<file path="config.mk">
export PLATFORM = sky130hd
export DESIGN_NAME = ssq_sequencer
export DESIGN_NICKNAME = d
export VERILOG_FILES = /design/src/common/ssq_pkg.sv /design/src/design/ssq_sequencer.sv /design/src/design/ssq_reset_sync.sv
export SDC_FILE = /design/constraint.sdc
export NUM_CORES = 1
export LEC_CHECK = 0
export BUFFER_PORTS_ARGS = -buffer_cell sky130_fd_sc_hd__buf_2
export CORE_MARGIN = 10
export CORE_UTILIZATION = 42
export DETAILED_ROUTE_END_ITERATION = 16
export GPL_TIMING_DRIVEN = 0
export MAX_ROUTING_LAYER = met4
export PLACE_DENSITY = 0.78
export SLEW_MARGIN = 20
export SYNTH_ARGS = -nofsm -noshare
export SYNTH_HDL_FRONTEND = slang
export SYNTH_HIERARCHICAL = 1
export SYNTH_SLANG_ARGS = --single-unit
</file>
<file path="constraint.sdc">
create_clock -name clk_sys -period 1.99 [get_ports clk_sys]
set_clock_uncertainty 0.1 [all_clocks]
set_input_delay 0.4975 -clock clk_sys [delete_from_list [all_inputs] [get_ports clk_sys]]
set_output_delay 0.4975 -clock clk_sys [all_outputs]
set_load 0.005 [all_outputs]
</file>
<file path="src/common/ssq_pkg.sv">
// Shared constants and types for the system reset and boot sequencer
package ssq_pkg;
	// Clock rate of clk_sys
	localparam int CLK_HZ = 25_000_000;
	// Latest rise of the init-status pin after reset release, in ms
	localparam int INIT_BUSY_DEADLINE_MS = 5;
	localparam int INIT_BUSY_DEADLINE_CYCLES = INIT_BUSY_DEADLINE_MS * (CLK_HZ / 1000);
	// Width of the error pulse on the init-status pin, in ns
	localparam int ERR_PULSE_NS = 1000;
	localparam int ERR_PULSE_CYCLES = (ERR_PULSE_NS * (CLK_HZ / 1_000_000)) / 1000;
	// Length of the internal system reset hold
	localparam int SYS_RESET_HOLD_CYCLES = 16;
	// Stages of every synchroniser
	localparam int SYNC_STAGES = 2;
	// Bit positions of the synchronised pins
	localparam int PIN_SUPPLY = 0;
	localparam int PIN_WAKE = 1;
	localparam int PIN_MPLL_LOCK = 2;
	localparam int PIN_DPLL_LOCK = 3;
	localparam int PIN_COUNT = 4;
	// Bit positions of the reset release requests
	localparam int RQ_CPU = 0;
	localparam int RQ_INTERNAL = 1;
	localparam int RQ_EXTERNAL = 2;
	localparam int RQ_COUNT = 3;
	// Reset values of rate fields and error source
	localparam logic [7:0] RATE_RESET = 8'h00;
	localparam logic [7:0] ERR_SRC_NONE = 8'h00;

	// Firmware commands from the embedded processor
	typedef enum logic [3:0] {
		OP_NONE,
		OP_DCG_RATES,
		OP_DPLL_ENABLE,
		OP_DISP_RATES,
		OP_DIV_RELEASE,
		OP_EXT_RELEASE,
		OP_INT_RELEASE,
		OP_INIT_DONE,
		OP_INIT_ERROR,
		OP_LOW_POWER
	} ssq_op_t;

	typedef struct packed {
		logic valid;
		ssq_op_t op;
		logic [7:0] arg;
	} ssq_cmd_t;

	// Clock and power control outputs
	typedef struct packed {
		logic master_pll_en;
		logic master_pll_reset;
		logic normal_mode;
		logic cpu_clk_full;
		logic frontend_clk_en;
		logic display_link_pll_power_down;
		logic dcg_div_reset;
		logic [7:0] dcg_rate;
		logic [7:0] disp_rate;
	} ssq_clk_t;

	// Reset outputs, all synchronised on release
	typedef struct packed {
		logic cpu_reset;
		logic internal_reset;
		logic ext_reset_n;
	} ssq_rst_t;

	// Status visible to firmware and host
	typedef struct packed {
		logic cpu_running;
		logic link_ready;
		logic init_busy;
		logic init_error;
		logic [7:0] error_source;
		logic wake_seen;
		logic cmd_refused;
	} ssq_status_t;
endpackage

</file>
<file path="src/design/ssq_sequencer.sv">
// System reset and boot sequencer
// Functional notes
// - After power-up start master PLL, enter normal mode, then run system reset.
// - Any reset source returns to normal mode and the post-reset state.
// - All general-purpose I/O tri-stated during and after system reset.
// - Master PLL keeps running through system reset; only power-up resets it.
// - Only processor resets released after system reset; others wait for processor.
// - Processor clocks default to full rate after reset.
// - Front-end derived clocks disabled after reset.
// - Display-link PLL powered down, derived clocks stopped, resets held.
// - Mirror-array outputs driven low after reset, except data output-enable.
// - Mirror data output-enable left tri-stated after reset.
// - External reset outputs stay asserted until processor releases them.
// - Processor fetches boot code from external flash after release.
// - Link bring-up order: rates, PLL enable, lock, display rates, dividers, externals.
// - Init-status pin goes high within 5 ms after reset release.
// - Init error gives a high pulse on init-status after busy ends.
// - Init error source recorded in system status.
// - Wake-up request returns device to normal mode for re-initialisation.
`timescale 1ns/10ps
module ssq_sequencer
	import ssq_pkg::*;
#(
	parameter int GPIO_WIDTH = 38,
	parameter int MIRROR_WIDTH = 8,
	parameter int INIT_DEADLINE_CYCLES = INIT_BUSY_DEADLINE_CYCLES
) (
	input wire logic clk_sys,
	input wire logic rst,
	input wire logic supply_good_input,
	input wire logic watchdog_timeout,
	input wire logic wake_request,
	input wire logic master_pll_lock,
	input wire logic display_link_pll_lock,
	input wire ssq_cmd_t fw_cmd,
	input wire logic [GPIO_WIDTH-1:0] gpio_fw_oe,
	input wire logic [MIRROR_WIDTH-1:0] mirror_data,
	input wire logic mirror_fw_output_enable_n,
	output ssq_clk_t clk_ctl,
	output ssq_rst_t rst_ctl,
	output ssq_status_t status,
	output logic boot_from_flash,
	output logic [GPIO_WIDTH-1:0] gpio_oe,
	output logic [MIRROR_WIDTH-1:0] mirror_out,
	output logic mirror_driver_output_enable_n_out,
	output logic mirror_driver_output_enable_n_oe,
	output logic init_status
);
	typedef enum {ST_PLL_START, ST_SYS_RESET, ST_BOOT} ssq_state_t;
	typedef enum {DL_OFF, DL_RATES, DL_LOCK_WAIT, DL_LOCKED, DL_DISP, DL_DIV, DL_EXT} ssq_link_t;

	ssq_state_t state;
	ssq_link_t link;
	logic [PIN_COUNT-1:0] pin_in;
	logic [PIN_COUNT-1:0] pin_meta;
	logic [PIN_COUNT-1:0] pin_sync;
	logic supply_prev;
	logic wake_prev;
	logic cpu_run_prev;
	logic sys_reset_req;
	logic wake_rise;
	logic [4:0] hold_cnt;
	logic [RQ_COUNT-1:0] rst_req;
	logic [RQ_COUNT-1:0] rst_sync;
	logic int_released;
	logic ext_released;
	logic init_busy;
	logic init_error;
	logic [7:0] error_source;
	logic [4:0] pulse_cnt;
	logic err_pulse_due;
	logic normal_mode;
	logic wake_seen;
	logic cmd_refused;
	logic link_step_ok;
	logic [7:0] dcg_rate;
	logic [7:0] disp_rate;
	logic master_pll_reset;

	// Command match helper
	function automatic logic is_op(input ssq_cmd_t c, input ssq_op_t o);
		return c.valid && (c.op == o);
	endfunction

	// Pin inputs pass two flip-flops before use
	assign pin_in = {display_link_pll_lock, master_pll_lock, wake_request, supply_good_input};
	for (genvar i = 0; i < PIN_COUNT; i++) begin : g_pin_sync
		always_ff @(posedge clk_sys or posedge rst) begin
			if (rst) begin
				pin_meta[i] <= 1'b0;
				pin_sync[i] <= 1'b0;
			end else begin
				pin_meta[i] <= pin_in[i];
				pin_sync[i] <= pin_meta[i];
			end
		end
	end

	// Edge history of synchronised pins
	always_ff @(posedge clk_sys or posedge rst) begin
		if (rst) begin
			supply_prev <= 1'b0;
			wake_prev <= 1'b0;
			cpu_run_prev <= 1'b0;
		end else begin
			supply_prev <= pin_sync[PIN_SUPPLY];
			wake_prev <= pin_sync[PIN_WAKE];
			cpu_run_prev <= status.cpu_running; // Processor release edge
		end
	end

	// Supply-good loss or watchdog timeout starts a system reset
	assign sys_reset_req = (supply_prev && !pin_sync[PIN_SUPPLY]) || watchdog_timeout;
	assign wake_rise = pin_sync[PIN_WAKE] && !wake_prev;

	// Main reset sequence
	always_ff @(posedge clk_sys or posedge rst) begin
		if (rst) begin
			state <= ST_PLL_START;
			hold_cnt <= '0;
		end else begin
			unique case (state)
				ST_PLL_START: begin
					if (pin_sync[PIN_MPLL_LOCK]) begin
						state <= ST_SYS_RESET;
						hold_cnt <= '0;
					end
				end
				ST_SYS_RESET: begin
					if (sys_reset_req) begin
						hold_cnt <= '0;
					end else if (hold_cnt == 5'(SYS_RESET_HOLD_CYCLES - 1)) begin
						state <= ST_BOOT;
					end else begin
						hold_cnt <= hold_cnt + 5'h01;
					end
				end
				ST_BOOT: begin
					if (sys_reset_req) begin
						state <= ST_SYS_RESET;
						hold_cnt <= '0;
					end
				end
			endcase
		end
	end

	// Master PLL reset only by power-up
	always_ff @(posedge clk_sys or posedge rst) begin
		if (rst) begin
			master_pll_reset <= 1'b1;
		end else begin
			master_pll_reset <= 1'b0;
		end
	end

	// Firmware releases of internal and external resets
	always_ff @(posedge clk_sys or posedge rst) begin
		if (rst) begin
			int_released <= 1'b0;
			ext_released <= 1'b0;
		end else if (state != ST_BOOT || sys_reset_req) begin
			int_released <= 1'b0;
			ext_released <= 1'b0;
		end else begin
			if (is_op(fw_cmd, OP_INT_RELEASE)) begin
				int_released <= 1'b1;
			end
			if (link == DL_DIV && is_op(fw_cmd, OP_EXT_RELEASE)) begin
				ext_released <= 1'b1;
			end
		end
	end

	// Reset requests, registered so the synchroniser sees no glitch
	always_ff @(posedge clk_sys or posedge rst) begin
		if (rst) begin
			rst_req <= '1;
		end else begin
			rst_req[RQ_CPU] <= (state != ST_BOOT) || sys_reset_req;
			rst_req[RQ_INTERNAL] <= !int_released;
			rst_req[RQ_EXTERNAL] <= !ext_released;
		end
	end

	for (genvar r = 0; r < RQ_COUNT; r++) begin : g_rst_sync
		ssq_reset_sync #(.STAGES(SYNC_STAGES)) u_sync (
			.clk_sys(clk_sys),
			.rst_in(rst_req[r] | rst),
			.rst_out(rst_sync[r])
		);
	end

	// Display-link clock bring-up, steps accepted only in order
	always_comb begin
		link_step_ok = 1'b0;
		unique case (link)
			DL_OFF: link_step_ok = is_op(fw_cmd, OP_DCG_RATES);
			DL_RATES: link_step_ok = is_op(fw_cmd, OP_DPLL_ENABLE);
			DL_LOCK_WAIT: link_step_ok = 1'b0;
			DL_LOCKED: link_step_ok = is_op(fw_cmd, OP_DISP_RATES);
			DL_DISP: link_step_ok = is_op(fw_cmd, OP_DIV_RELEASE);
			DL_DIV: link_step_ok = is_op(fw_cmd, OP_EXT_RELEASE);
			DL_EXT: link_step_ok = 1'b0;
		endcase
	end

	always_ff @(posedge clk_sys or posedge rst) begin
		if (rst) begin
			link <= DL_OFF;
			dcg_rate <= RATE_RESET;
			disp_rate <= RATE_RESET;
		end else if (state != ST_BOOT || sys_reset_req) begin
			link <= DL_OFF;
			dcg_rate <= RATE_RESET;
			disp_rate <= RATE_RESET;
		end else begin
			unique case (link)
				DL_OFF: begin
					if (link_step_ok) begin
						dcg_rate <= fw_cmd.arg;
						link <= DL_RATES;
					end
				end
				DL_RATES: begin
					if (link_step_ok) begin
						link <= DL_LOCK_WAIT;
					end
				end
				DL_LOCK_WAIT: begin
					if (pin_sync[PIN_DPLL_LOCK]) begin
						link <= DL_LOCKED;
					end
				end
				DL_LOCKED: begin
					if (link_step_ok) begin
						disp_rate <= fw_cmd.arg;
						link <= DL_DISP;
					end
				end
				DL_DISP: begin
					if (link_step_ok) begin
						link <= DL_DIV;
					end
				end
				DL_DIV: begin
					if (link_step_ok) begin
						link <= DL_EXT;
					end
				end
				DL_EXT: begin
					link <= DL_EXT;
				end
			endcase
		end
	end

	// Out-of-order link steps flagged as refused
	always_ff @(posedge clk_sys or posedge rst) begin
		if (rst) begin
			cmd_refused <= 1'b0;
		end else begin
			cmd_refused <= fw_cmd.valid && !link_step_ok && (fw_cmd.op inside {OP_DCG_RATES, OP_DPLL_ENABLE,
				OP_DISP_RATES, OP_DIV_RELEASE, OP_EXT_RELEASE});
		end
	end

	// Power mode and wake handling
	always_ff @(posedge clk_sys or posedge rst) begin
		if (rst) begin
			normal_mode <= 1'b1;
			wake_seen <= 1'b0;
		end else if (state != ST_BOOT || sys_reset_req) begin
			normal_mode <= 1'b1;
			wake_seen <= 1'b0;
		end else if (wake_rise) begin
			normal_mode <= 1'b1;
			wake_seen <= 1'b1;
		end else if (is_op(fw_cmd, OP_LOW_POWER)) begin
			normal_mode <= 1'b0;
		end else if (is_op(fw_cmd, OP_INIT_DONE)) begin
			wake_seen <= 1'b0;
		end
	end

	// Init busy and error capture
	always_ff @(posedge clk_sys or posedge rst) begin
		if (rst) begin
			init_busy <= 1'b0;
			init_error <= 1'b0;
			error_source <= ERR_SRC_NONE;
		end else if (state != ST_BOOT || sys_reset_req) begin
			init_busy <= 1'b0;
			init_error <= 1'b0;
			error_source <= ERR_SRC_NONE;
		end else begin
			if (status.cpu_running && !cpu_run_prev) begin
				init_busy <= 1'b1;
			end else if (is_op(fw_cmd, OP_INIT_DONE)) begin
				init_busy <= 1'b0;
			end
			if (is_op(fw_cmd, OP_INIT_ERROR)) begin
				init_error <= 1'b1;
				error_source <= fw_cmd.arg;
			end
		end
	end

	// Error pulse once the busy period ends
	assign err_pulse_due = init_busy && is_op(fw_cmd, OP_INIT_DONE) && (init_error || is_op(fw_cmd, OP_INIT_ERROR));
	always_ff @(posedge clk_sys or posedge rst) begin
		if (rst) begin
			pulse_cnt <= '0;
		end else if (state != ST_BOOT || sys_reset_req) begin
			pulse_cnt <= '0;
		end else if (err_pulse_due) begin
			pulse_cnt <= 5'(ERR_PULSE_CYCLES - 1);
		end else if (pulse_cnt != '0 && !init_busy) begin
			pulse_cnt <= pulse_cnt - 5'h01;
		end
	end

	// Init-status pin: busy level, then error pulse
	always_ff @(posedge clk_sys or posedge rst) begin
		if (rst) begin
			init_status <= 1'b0;
		end else begin
			init_status <= (init_busy && !is_op(fw_cmd, OP_INIT_DONE)) || (pulse_cnt != '0 && !init_busy) ||
				err_pulse_due;
		end
	end

	// Clock and power outputs
	always_comb begin
		clk_ctl.master_pll_en = 1'b1;
		clk_ctl.master_pll_reset = master_pll_reset;
		clk_ctl.normal_mode = normal_mode;
		clk_ctl.cpu_clk_full = 1'b1;
		clk_ctl.frontend_clk_en = !rst_sync[RQ_INTERNAL];
		clk_ctl.display_link_pll_power_down = (link == DL_OFF) || (link == DL_RATES);
		clk_ctl.dcg_div_reset = (link != DL_DIV) && (link != DL_EXT);
		clk_ctl.dcg_rate = dcg_rate;
		clk_ctl.disp_rate = disp_rate;
	end

	// Reset and status outputs
	assign rst_ctl.cpu_reset = rst_sync[RQ_CPU];
	assign rst_ctl.internal_reset = rst_sync[RQ_INTERNAL];
	assign rst_ctl.ext_reset_n = !rst_sync[RQ_EXTERNAL];
	assign boot_from_flash = 1'b1;
	assign status.cpu_running = !rst_sync[RQ_CPU];
	assign status.link_ready = (link == DL_EXT);
	assign status.init_busy = init_busy;
	assign status.init_error = init_error;
	assign status.error_source = error_source;
	assign status.wake_seen = wake_seen;
	assign status.cmd_refused = cmd_refused;

	// Pins held safe until firmware releases internal resets
	assign gpio_oe = rst_sync[RQ_INTERNAL] ? '0 : gpio_fw_oe;
	assign mirror_out = rst_sync[RQ_INTERNAL] ? '0 : mirror_data;
	assign mirror_driver_output_enable_n_oe = !rst_sync[RQ_INTERNAL];
	assign mirror_driver_output_enable_n_out = rst_sync[RQ_INTERNAL] | mirror_fw_output_enable_n;

	// Busy-to-pin deadline helper
	logic [31:0] since_release;
	logic busy_shown;
	always_ff @(posedge clk_sys or posedge rst) begin
		if (rst) begin
			since_release <= '0;
			busy_shown <= 1'b0;
		end else if (rst_sync[RQ_CPU]) begin
			since_release <= '0;
			busy_shown <= 1'b0;
		end else begin
			if (since_release != 32'hFFFFFFFF) begin
				since_release <= since_release + 32'h00000001;
			end
			if (init_status) begin
				busy_shown <= 1'b1; // Pin seen high since release
			end
		end
	end

	chk_gpio_tristate: assert property (@(posedge clk_sys) disable iff (rst)
		rst_sync[RQ_INTERNAL] |-> gpio_oe == '0) else $error("gpio driven while internal reset held");
	chk_mirror_low: assert property (@(posedge clk_sys) disable iff (rst)
		rst_sync[RQ_INTERNAL] |-> mirror_out == '0 && !mirror_driver_output_enable_n_oe)
		else $error("mirror pins not safe under reset");
	chk_ext_hold: assert property (@(posedge clk_sys) disable iff (rst)
		!ext_released |-> ##[0:3] !rst_ctl.ext_reset_n) else $error("external reset released early");
	chk_sysrst_cpu: assert property (@(posedge clk_sys) disable iff (rst)
		sys_reset_req |-> ##[1:4] rst_ctl.cpu_reset && normal_mode) else $error("system reset not applied");
	chk_pll_survive: assert property (@(posedge clk_sys) disable iff (rst)
		!$past(rst) |-> !master_pll_reset) else $error("master pll reset after power-up");
	chk_link_order: assert property (@(posedge clk_sys) disable iff (rst)
		$rose(rst_ctl.ext_reset_n) |-> !clk_ctl.dcg_div_reset && !clk_ctl.display_link_pll_power_down)
		else $error("external reset released before link clocks");
	chk_lock_needed: assert property (@(posedge clk_sys) disable iff (rst)
		link == DL_LOCK_WAIT && !pin_sync[PIN_DPLL_LOCK] |=> link != DL_LOCKED) else $error("lock step skipped");
	chk_init_rise: assert property (@(posedge clk_sys) disable iff (rst)
		$fell(rst_ctl.cpu_reset) |-> ##[1:4] init_status) else $error("init status late after release");
	chk_init_deadline: assert property (@(posedge clk_sys) disable iff (rst)
		since_release == 32'(INIT_DEADLINE_CYCLES) |-> busy_shown)
		else $error("init busy missed deadline");
	chk_err_pulse: assert property (@(posedge clk_sys) disable iff (rst)
		err_pulse_due && !sys_reset_req |=> init_status [*8]) else $error("error pulse too short");
	chk_err_source: assert property (@(posedge clk_sys) disable iff (rst)
		is_op(fw_cmd, OP_INIT_ERROR) && state == ST_BOOT && !sys_reset_req |=> error_source == $past(fw_cmd.arg))
		else $error("error source not recorded");
	chk_wake_normal: assert property (@(posedge clk_sys) disable iff (rst)
		wake_rise |=> normal_mode) else $error("wake did not restore normal mode");
endmodule

</file>
<file path="src/design/ssq_reset_sync.sv">
// Reset synchroniser: asserts at once, releases on a clock edge
`timescale 1ns/10ps
module ssq_reset_sync
	import ssq_pkg::*;
#(
	parameter int STAGES = SYNC_STAGES
) (
	input wire logic clk_sys,
	input wire logic rst_in,
	output logic rst_out
);
	logic [STAGES-1:0] stage;

	// Shift zeros in once the request drops
	always_ff @(posedge clk_sys or posedge rst_in) begin
		if (rst_in) begin
			stage <= '1;
		end else begin
			stage <= {stage[STAGES-2:0], 1'b0};
		end
	end

	assign rst_out = stage[STAGES-1];
endmodule

</file>
==> results.py, run 1 <==
metrics = {
    "run_status": {
        "status": "complete, but fails checks",
        "violations": "negative setup slack",
    },
    "layout": {
        "drive_gt1_share_pct": 45.1,
        "nFillCells": 665,
        "area_growth_pct": 40.0,
        "stdcell_area_mm2": 0.00468,
        "layout.cells.non_filler": 613,
        "fin_nets": 576,
    },
    "global_routing": {
        "antenna_found_initial": 0,
        "gr-total-overflow": 0,
        "grt_pass1_vias": 3039,
        "grt_use_total_pct": 16.6,
        "grtUsageMet2_pct": 28.2,
        "grtUsageMet1_pct": 18.0,
        "grt_max_degree": 35,
        "top_usage_layer": "met2",
        "grt_pass1_wl_um": 15300,
        "grt_util_met3_pct": 5.25,
    },
    "yosys": {
        "async_reset_ff_share_pct": 100,
        "yosysMostFrequentCell": "dfrtp_1",
        "synthCells": 331,
        "yosysTopAreaCell": "dfrtp_1",
        "netlist_area_mm2": 0.00334,
        "synth_area_leaders": "dfrtp_1 (43%), nor2b_1 (9.5%), dfstp_2 (8.6%)",
        "ys_warn_count": 6,
        "seq_area_frac_synth_pct": 51.3,
        "synth_top_area_share_pct": 42.7,
        "yosysUniqueCellTypes": 48,
        "synth_commonest_cells": "dfrtp_1 (57), nor2b_1 (51), nor2_1 (42)",
        "avgSynthCellArea_um2": 10.1,
        "synthFlopType": "dfrtp_1",
        "synth-seq-cells": 68,
        "synth_edf_count": 0,
    },
    "sta": {
        "hold_violations": 0,
        "report.final.slew_viol_count": 0,
        "setup_tns_ns": -0.0125,
        "setup_viol": 3,
        "period_needed_ns": 2.00,
        "relSlewSlack_pct": 55.2,
        "worst_pin_slew_ns": 0.670,
        "min_period_over_period_pct": 100,
        "fmax_mhz": 501,
        "fin_ws_ns": -0.00603,
        "rsz0062_at_grt": "true",
    },
    "floorplanning": {
        "row_count": 32,
        "fp.dieArea_mm2": 0.0119,
        "coreArea_mm2": 0.00773,
        "io_pins": 157,
        "initial_utilization_pct": 43.3,
        "die_w_um": 109,
        "die_h_um": 109,
    },
    "worst_setup_path": {
        "reg2reg_slack_ns": 0.07,
        "critPathRequiredTime_ns": 1.39,
        "critPathMaxFanout": 8,
        "slowest_delay_ns": 0.60,
        "worst_path_max_delay_cell": "dfstp_2",
        "critPathArrivalTime_ns": 1.40,
        "start_kind": "register",
        "endpoint_kind": "primary output",
        "cp_top_family": "flip-flops",
        "critPathBufInv": 3,
        "crit_chain": "buf_8 > buf_6 > nor2b_1 > buf_2",
        "crit_type": "register to primary output",
    },
    "pwr": {
        "power_leakage_nw": 2.39,
        "power.density_mw_per_mm2": 591,
        "switching_share_pct": 23.7,
        "power_mw": 2.77,
        "p_int_mw": 2.11,
        "p_seq_share_pct": 51.5,
        "combPwrFrac_pct": 12.2,
        "peakVddDrop_v": 0.000506,
        "pwr-share-clk_pct": 36.4,
        "switching_power_mw": 0.655,
    },
    "clock_network": {
        "insertion_delay_ns": 0.33,
        "cts-htree-levels": 3,
        "clk_pin_slew_ns": 0.08,
        "numCtsBuffers": 9,
        "cts_tree": "yes",
        "cts.sinks": 68,
        "root_buffer": "clkbuf_8",
        "clock_path_buffers": 2,
    },
    "worst_hold_path": {
        "hp-class": "primary input to async pin",
    },
    "route": {
        "vias_per_cell": 4.77,
        "first_pass_iters": 4,
        "drtIter0Drc": 121,
        "wire_per_inst_um": 16.9,
        "wl_um": 10300,
        "drc": 0,
        "dr_total_vias": 2926,
        "antenna_left": 0,
    },
    "placement": {
        "dp_hpwl_um": 7970,
        "gp_congestion": 0.907,
        "placed_cell_area_mm2": 0.00427,
        "port_buffers": 152,
        "dp_cells": 588,
    },
    "flow_run": {
        "maxCapViolCount": 0,
    },
}
==> cell type report <==
type                    instances  area [µm²]  area share, %
inverters                      20        78.8           1.68
multi-input cells             218        1460           31.1
flip-flops and latches         68        1720           36.7
repair buffers                162         905           19.3
clock inverters                 2        12.5          0.267
plain buffers                  26         220           4.71
clock buffers                  14         163           3.48
diodes                          1        2.50         0.0535
well taps                     102         128           2.73
==> cells by family after synthesis <==
kind of cell    after synthesis  share of synthesized area (%)
fa+ha+maj                     4                           1.50
mux                          26                           7.82
flops                        68                           51.3
buf+inv                      47                           7.56
simple gates                142                           23.2
xor+xnor                      7                           1.83
compound gates               32                           6.18
other cells                   5                          0.561
==> per-layer routing <==
| layer | vias to the layer above | share of wire (%) | wire (µm) |
|---|---|---|---|
| li1 | 1412 | - | - |
| met2 | 117 | 51 | 5310 |
| met1 | 1385 | 39 | 3980 |
| met4 | 0 | 1.3 | 139 |
| met5 | - | 0 | 0 |
| met3 | 12 | 8.8 | 910 |
==> power groups by stage <==
stage                     registers, mW  logic (mW)  clock network (mW)
final                              1.42       0.337                1.01
after global placement             1.45       0.282                   0
after global routing               1.43       0.373                1.10
after detailed placement           1.45       0.294                   0
after CTS                          1.42       0.312                1.04
after floorplan                    1.44       0.133                   0
==> registers in the layout, indices dropped and copies added, names as in the netlist, 2 cells and up <==
register and flops:
pin_sync 4, g_rst_sync.u_sync/stage 6, state 2, pulse_cnt 5, rst_req 3, hold_cnt 5, dcg_rate 8, pin_meta 4
link 3, error_source 8, disp_rate 8
==> cells in the final DEF (no fill, tap or decap), types with 3 or more instances in the layout <==
cell type | synthesis | final
nor3_1 | 4 | 4
dfrtp_1 | 57 | 57
buf_2 | 1 | 153
a21oi_1 | 9 | 9
nand2b_1 | 3 | 3
o21ai_0 | 7 | 7
nor2b_1 | 51 | 48
clkbuf_1 | 9 | 6
xnor2_1 | 4 | 3
mux2i_1 | 25 | 25
nand2_1 | 17 | 16
or2_2 | 5 | 5
inv_1 | 19 | 17
buf_4 | 14 | 19
dfstp_2 | 11 | 11
clkbuf_16 | 0 | 3
buf_6 | 3 | 4
clkbuf_8 | 0 | 11
ha_1 | 4 | 3
nor2_1 | 42 | 42
conb_1 | 5 | 7
buf_8 | 0 | 4
xor2_1 | 3 | 3
==> worst register-to-register path: stages (launching register included) <==
cell     delay (ns)
dfrtp_1        0.36
ha_1           0.16
and3_1         0.20
ha_4           0.17
nand2_2        0.08
o32ai_4        0.25
nor2_1         0.10
xor2_1         0.15
a32o_1         0.24
==> metrics by stage <==
stage	hold WS [ns]	setup slack, ns	util [%]
after floorplan	0.231	0.000671	-
after global placement	0.234	-0.204	55.1
after detailed placement	0.237	-0.284	55.3
after CTS	0.147	0.00162	58.8
after global routing	0.136	-0.0684	60.5
final	0.165	-0.00603	60.6
==> timing repair <==
action | 4_1_cts | 5_1_grt
pin swaps | 2 | 2
resized for setup | 18 | 17
endpoints found under the hold margin | 0 | 0
cloned | 0 | 3
hold buffers | 0 | 0
endpoints found under the setup margin | 55 | 67
buffers inserted | 5 | 1
==> final timing paths <==
kind / cells after the start / endpoint / from
hold reg to reg: 0 / pin_sync[2] / pin_meta[2]
max in group asynchronous: 3 / rst_req[1] / rst
hold / removal: 2 / disp_rate[2] / rst
setup reg to reg: 8 / hold_cnt[3] / hold_cnt[0]
setup / recovery: 4 / gpio_oe[12] / g_rst_sync[1].u_sync/stage[1]
min in group clk_sys: 1 / pin_meta[2] / master_pll_lock
No activity file was read; power rests on OpenSTA's default activity.
==> run 2, diff against run 1 <==
--- a/config.mk
+++ b/config.mk
@@ -5,7 +5,7 @@
 export SDC_FILE = /design/constraint.sdc
 export NUM_CORES = 1
 export LEC_CHECK = 0
-export BUFFER_PORTS_ARGS = -buffer_cell sky130_fd_sc_hd__buf_2
+export BUFFER_PORTS_ARGS = -buffer_cell sky130_fd_sc_hd__clkbuf_2
 export CORE_MARGIN = 10
 export CORE_UTILIZATION = 42
 export DETAILED_ROUTE_END_ITERATION = 16
==> results.py, run 2 (synthesized netlist as in run 1, its figures left out) <==
metrics = {
    "route": {
        "first_pass_iters": 4,
        "drtIter0Drc": 112,
        "drc": 0,
        "vias_per_cell": 4.74,
        "antenna_left": 0,
        "wl_um": 10300,
        "wire_per_inst_um": 16.8,
        "dr_total_vias": 2907,
    },
    "sta": {
        "min_period_over_period_pct": 99.0,
        "setup_viol": 0,
        "period_needed_ns": 1.97,
        "fmax_mhz": 508,
        "worst_pin_slew_ns": 0.751,
        "rsz0062_at_grt": "true",
        "hold_violations": 0,
        "report.final.slew_viol_count": 0,
        "relSlewSlack_pct": 49.9,
    },
    "flow_run": {
        "maxCapViolCount": 0,
    },
    "pwr": {
        "pwr-share-clk_pct": 39.5,
        "switching_power_mw": 0.677,
        "p_seq_share_pct": 48.9,
        "p_int_mw": 2.23,
        "switching_share_pct": 23.3,
        "power_leakage_nw": 2.37,
        "power.density_mw_per_mm2": 619,
        "combPwrFrac_pct": 11.6,
        "power_mw": 2.91,
        "peakVddDrop_v": 0.000436,
    },
    "floorplanning": {
        "coreArea_mm2": 0.00773,
        "row_count": 32,
        "io_pins": 157,
        "die_w_um": 109,
        "initial_utilization_pct": 43.3,
        "fp.dieArea_mm2": 0.0119,
        "die_h_um": 109,
    },
    "worst_setup_path": {
        "critPathMaxFanout": 10,
        "worst_path_max_delay_cell": "dfstp_2",
        "critPathBufInv": 4,
        "cp_num_cells": 4,
        "reg2regPathDepth": 5,
        "start_kind": "register",
        "cp_top_family": "flip-flops",
        "critPathRequiredTime_ns": 1.39,
        "endpoint_kind": "primary output",
        "slowest_delay_ns": 0.59,
        "critPathArrivalTime_ns": 1.37,
        "crit_chain": "clkbuf_8 > inv_1 > buf_4 > clkbuf_2",
        "crit_type": "register to primary output",
    },
    "layout": {
        "layout_commonest_cell": "clkbuf_2",
        "final_util_pct": 60.8,
        "stdcell_area_mm2": 0.00470,
        "top_regs": "dcg_rate: 8 flops, disp_rate: 8 flops, error_source: 8 flops",
        "fin_nets": 577,
        "antenna_cells": 0,
        "final_cell_mix": "clkbuf_2 (152), dfrtp_1 (57), nor2b_1 (47)",
        "nFillCells": 673,
        "layout.cells.non_filler": 613,
        "area_growth_pct": 40.6,
        "drive_gt1_share_pct": 45.8,
    },
    "global_routing": {
        "gr-total-overflow": 0,
        "grt_max_degree": 28,
        "grt_use_total_pct": 16.7,
        "grt_pass1_wl_um": 15400,
        "grt_pass1_vias": 2970,
        "antenna_found_initial": 0,
    },
    "worst_hold_path": {
        "hp-class": "primary input to async pin",
    },
    "placement": {
        "dp_hpwl_um": 7960,
        "placed_cell_area_mm2": 0.00430,
        "port_buffers": 152,
        "dp_cells": 589,
        "gp_congestion": 0.902,
    },
    "clock_network": {
        "clock_path_buffers": 2,
        "insertion_delay_ns": 0.34,
        "cts-htree-levels": 3,
        "clk_pin_slew_ns": 0.07,
        "ctsHoldBuffers": 0,
        "cts.sinks": 68,
        "cts_tree": "yes",
        "root_buffer": "clkbuf_8",
        "numCtsBuffers": 9,
    },
    "run_status": {
        "status": "completed",
    },
}
## run 2: timing repair
item | 4_1_cts | 5_1_grt
endpoints found under the setup margin | 62 | 59
pin swaps | 2 | 2
gates resized for setup | 19 | 11
setup buffers | 6 | 1
gates cloned | 0 | 2
## run 2: layout make-up
cell class / instances / area (µm²) / share of cell area [%]
clock inverter: 4 / 47.5 / 1.01
sequential: 68 / 1720 / 36.5
buffer: 26 / 225 / 4.79
timing repair buffer: 163 / 897 / 19.1
inverter: 20 / 78.8 / 1.68
multi-input combinational: 218 / 1460 / 30.9
clock buffer: 12 / 155 / 3.30
tap: 102 / 128 / 2.71
## run 2: worst paths after layout
check	startpoint	endpoint	slack [ns]
max	g_rst_sync[1].u_sync/stage[1]	clk_ctl[18]	0.02
min	rst	error_source[7]	0.04
max reg2reg	link[0]	dcg_rate[4]	0.10
min reg2reg	pin_meta[1]	pin_sync[1]	0.25
max in group asynchronous	rst	normal_mode	1.04
min in group clk_sys	master_pll_lock	pin_meta[2]	0.16
## run 2: per-stage QoR
step	hold WS [ns]	worst slack, ns	setup TNS (ns)
6_report	0.0388	0.0197	0
5_1_grt	0.0567	-0.0381	-0.470
4_1_cts	0.0308	-0.00928	-0.0383
3_5_place_dp	0.237	-0.234	-6.29
3_3_place_gp	0.233	-0.207	-4.53
2_1_floorplan	0.231	0.000671	0
## run 2: worst register-to-register path, delay by kind of cell (launching register included)
| family | cells | cell delay [ns] |
|---|---|---|
| muxes | 1 | 0.22 |
| DFF | 1 | 0.37 |
| buffers and inverters | 1 | 0.13 |
| and+or+nand+nor | 3 | 0.93 |
## run 2: power by group through the flow
stage               registers (mW)  clock network, mW  logic, mW
floorplan                     1.44                  0      0.133
detailed placement            1.45                  0      0.303
global placement              1.45                  0      0.284
CTS                           1.42               1.18      0.327
finish                        1.42               1.15      0.338
global route                  1.42               1.25      0.373
## run 2: routing by layer
layer / routed length (µm) / vias up / share of wire (%) / GRT usage [%]
met5: 0 / - / 0 / -
met3: 868 / 15 / 8.4 / 4.48
met1: 4050 / 1354 / 39 / 18.8
met4: 188 / 0 / 1.8 / 6.51
met2: 5170 / 121 / 50 / 27.6
li1: - / 1417 / - / -
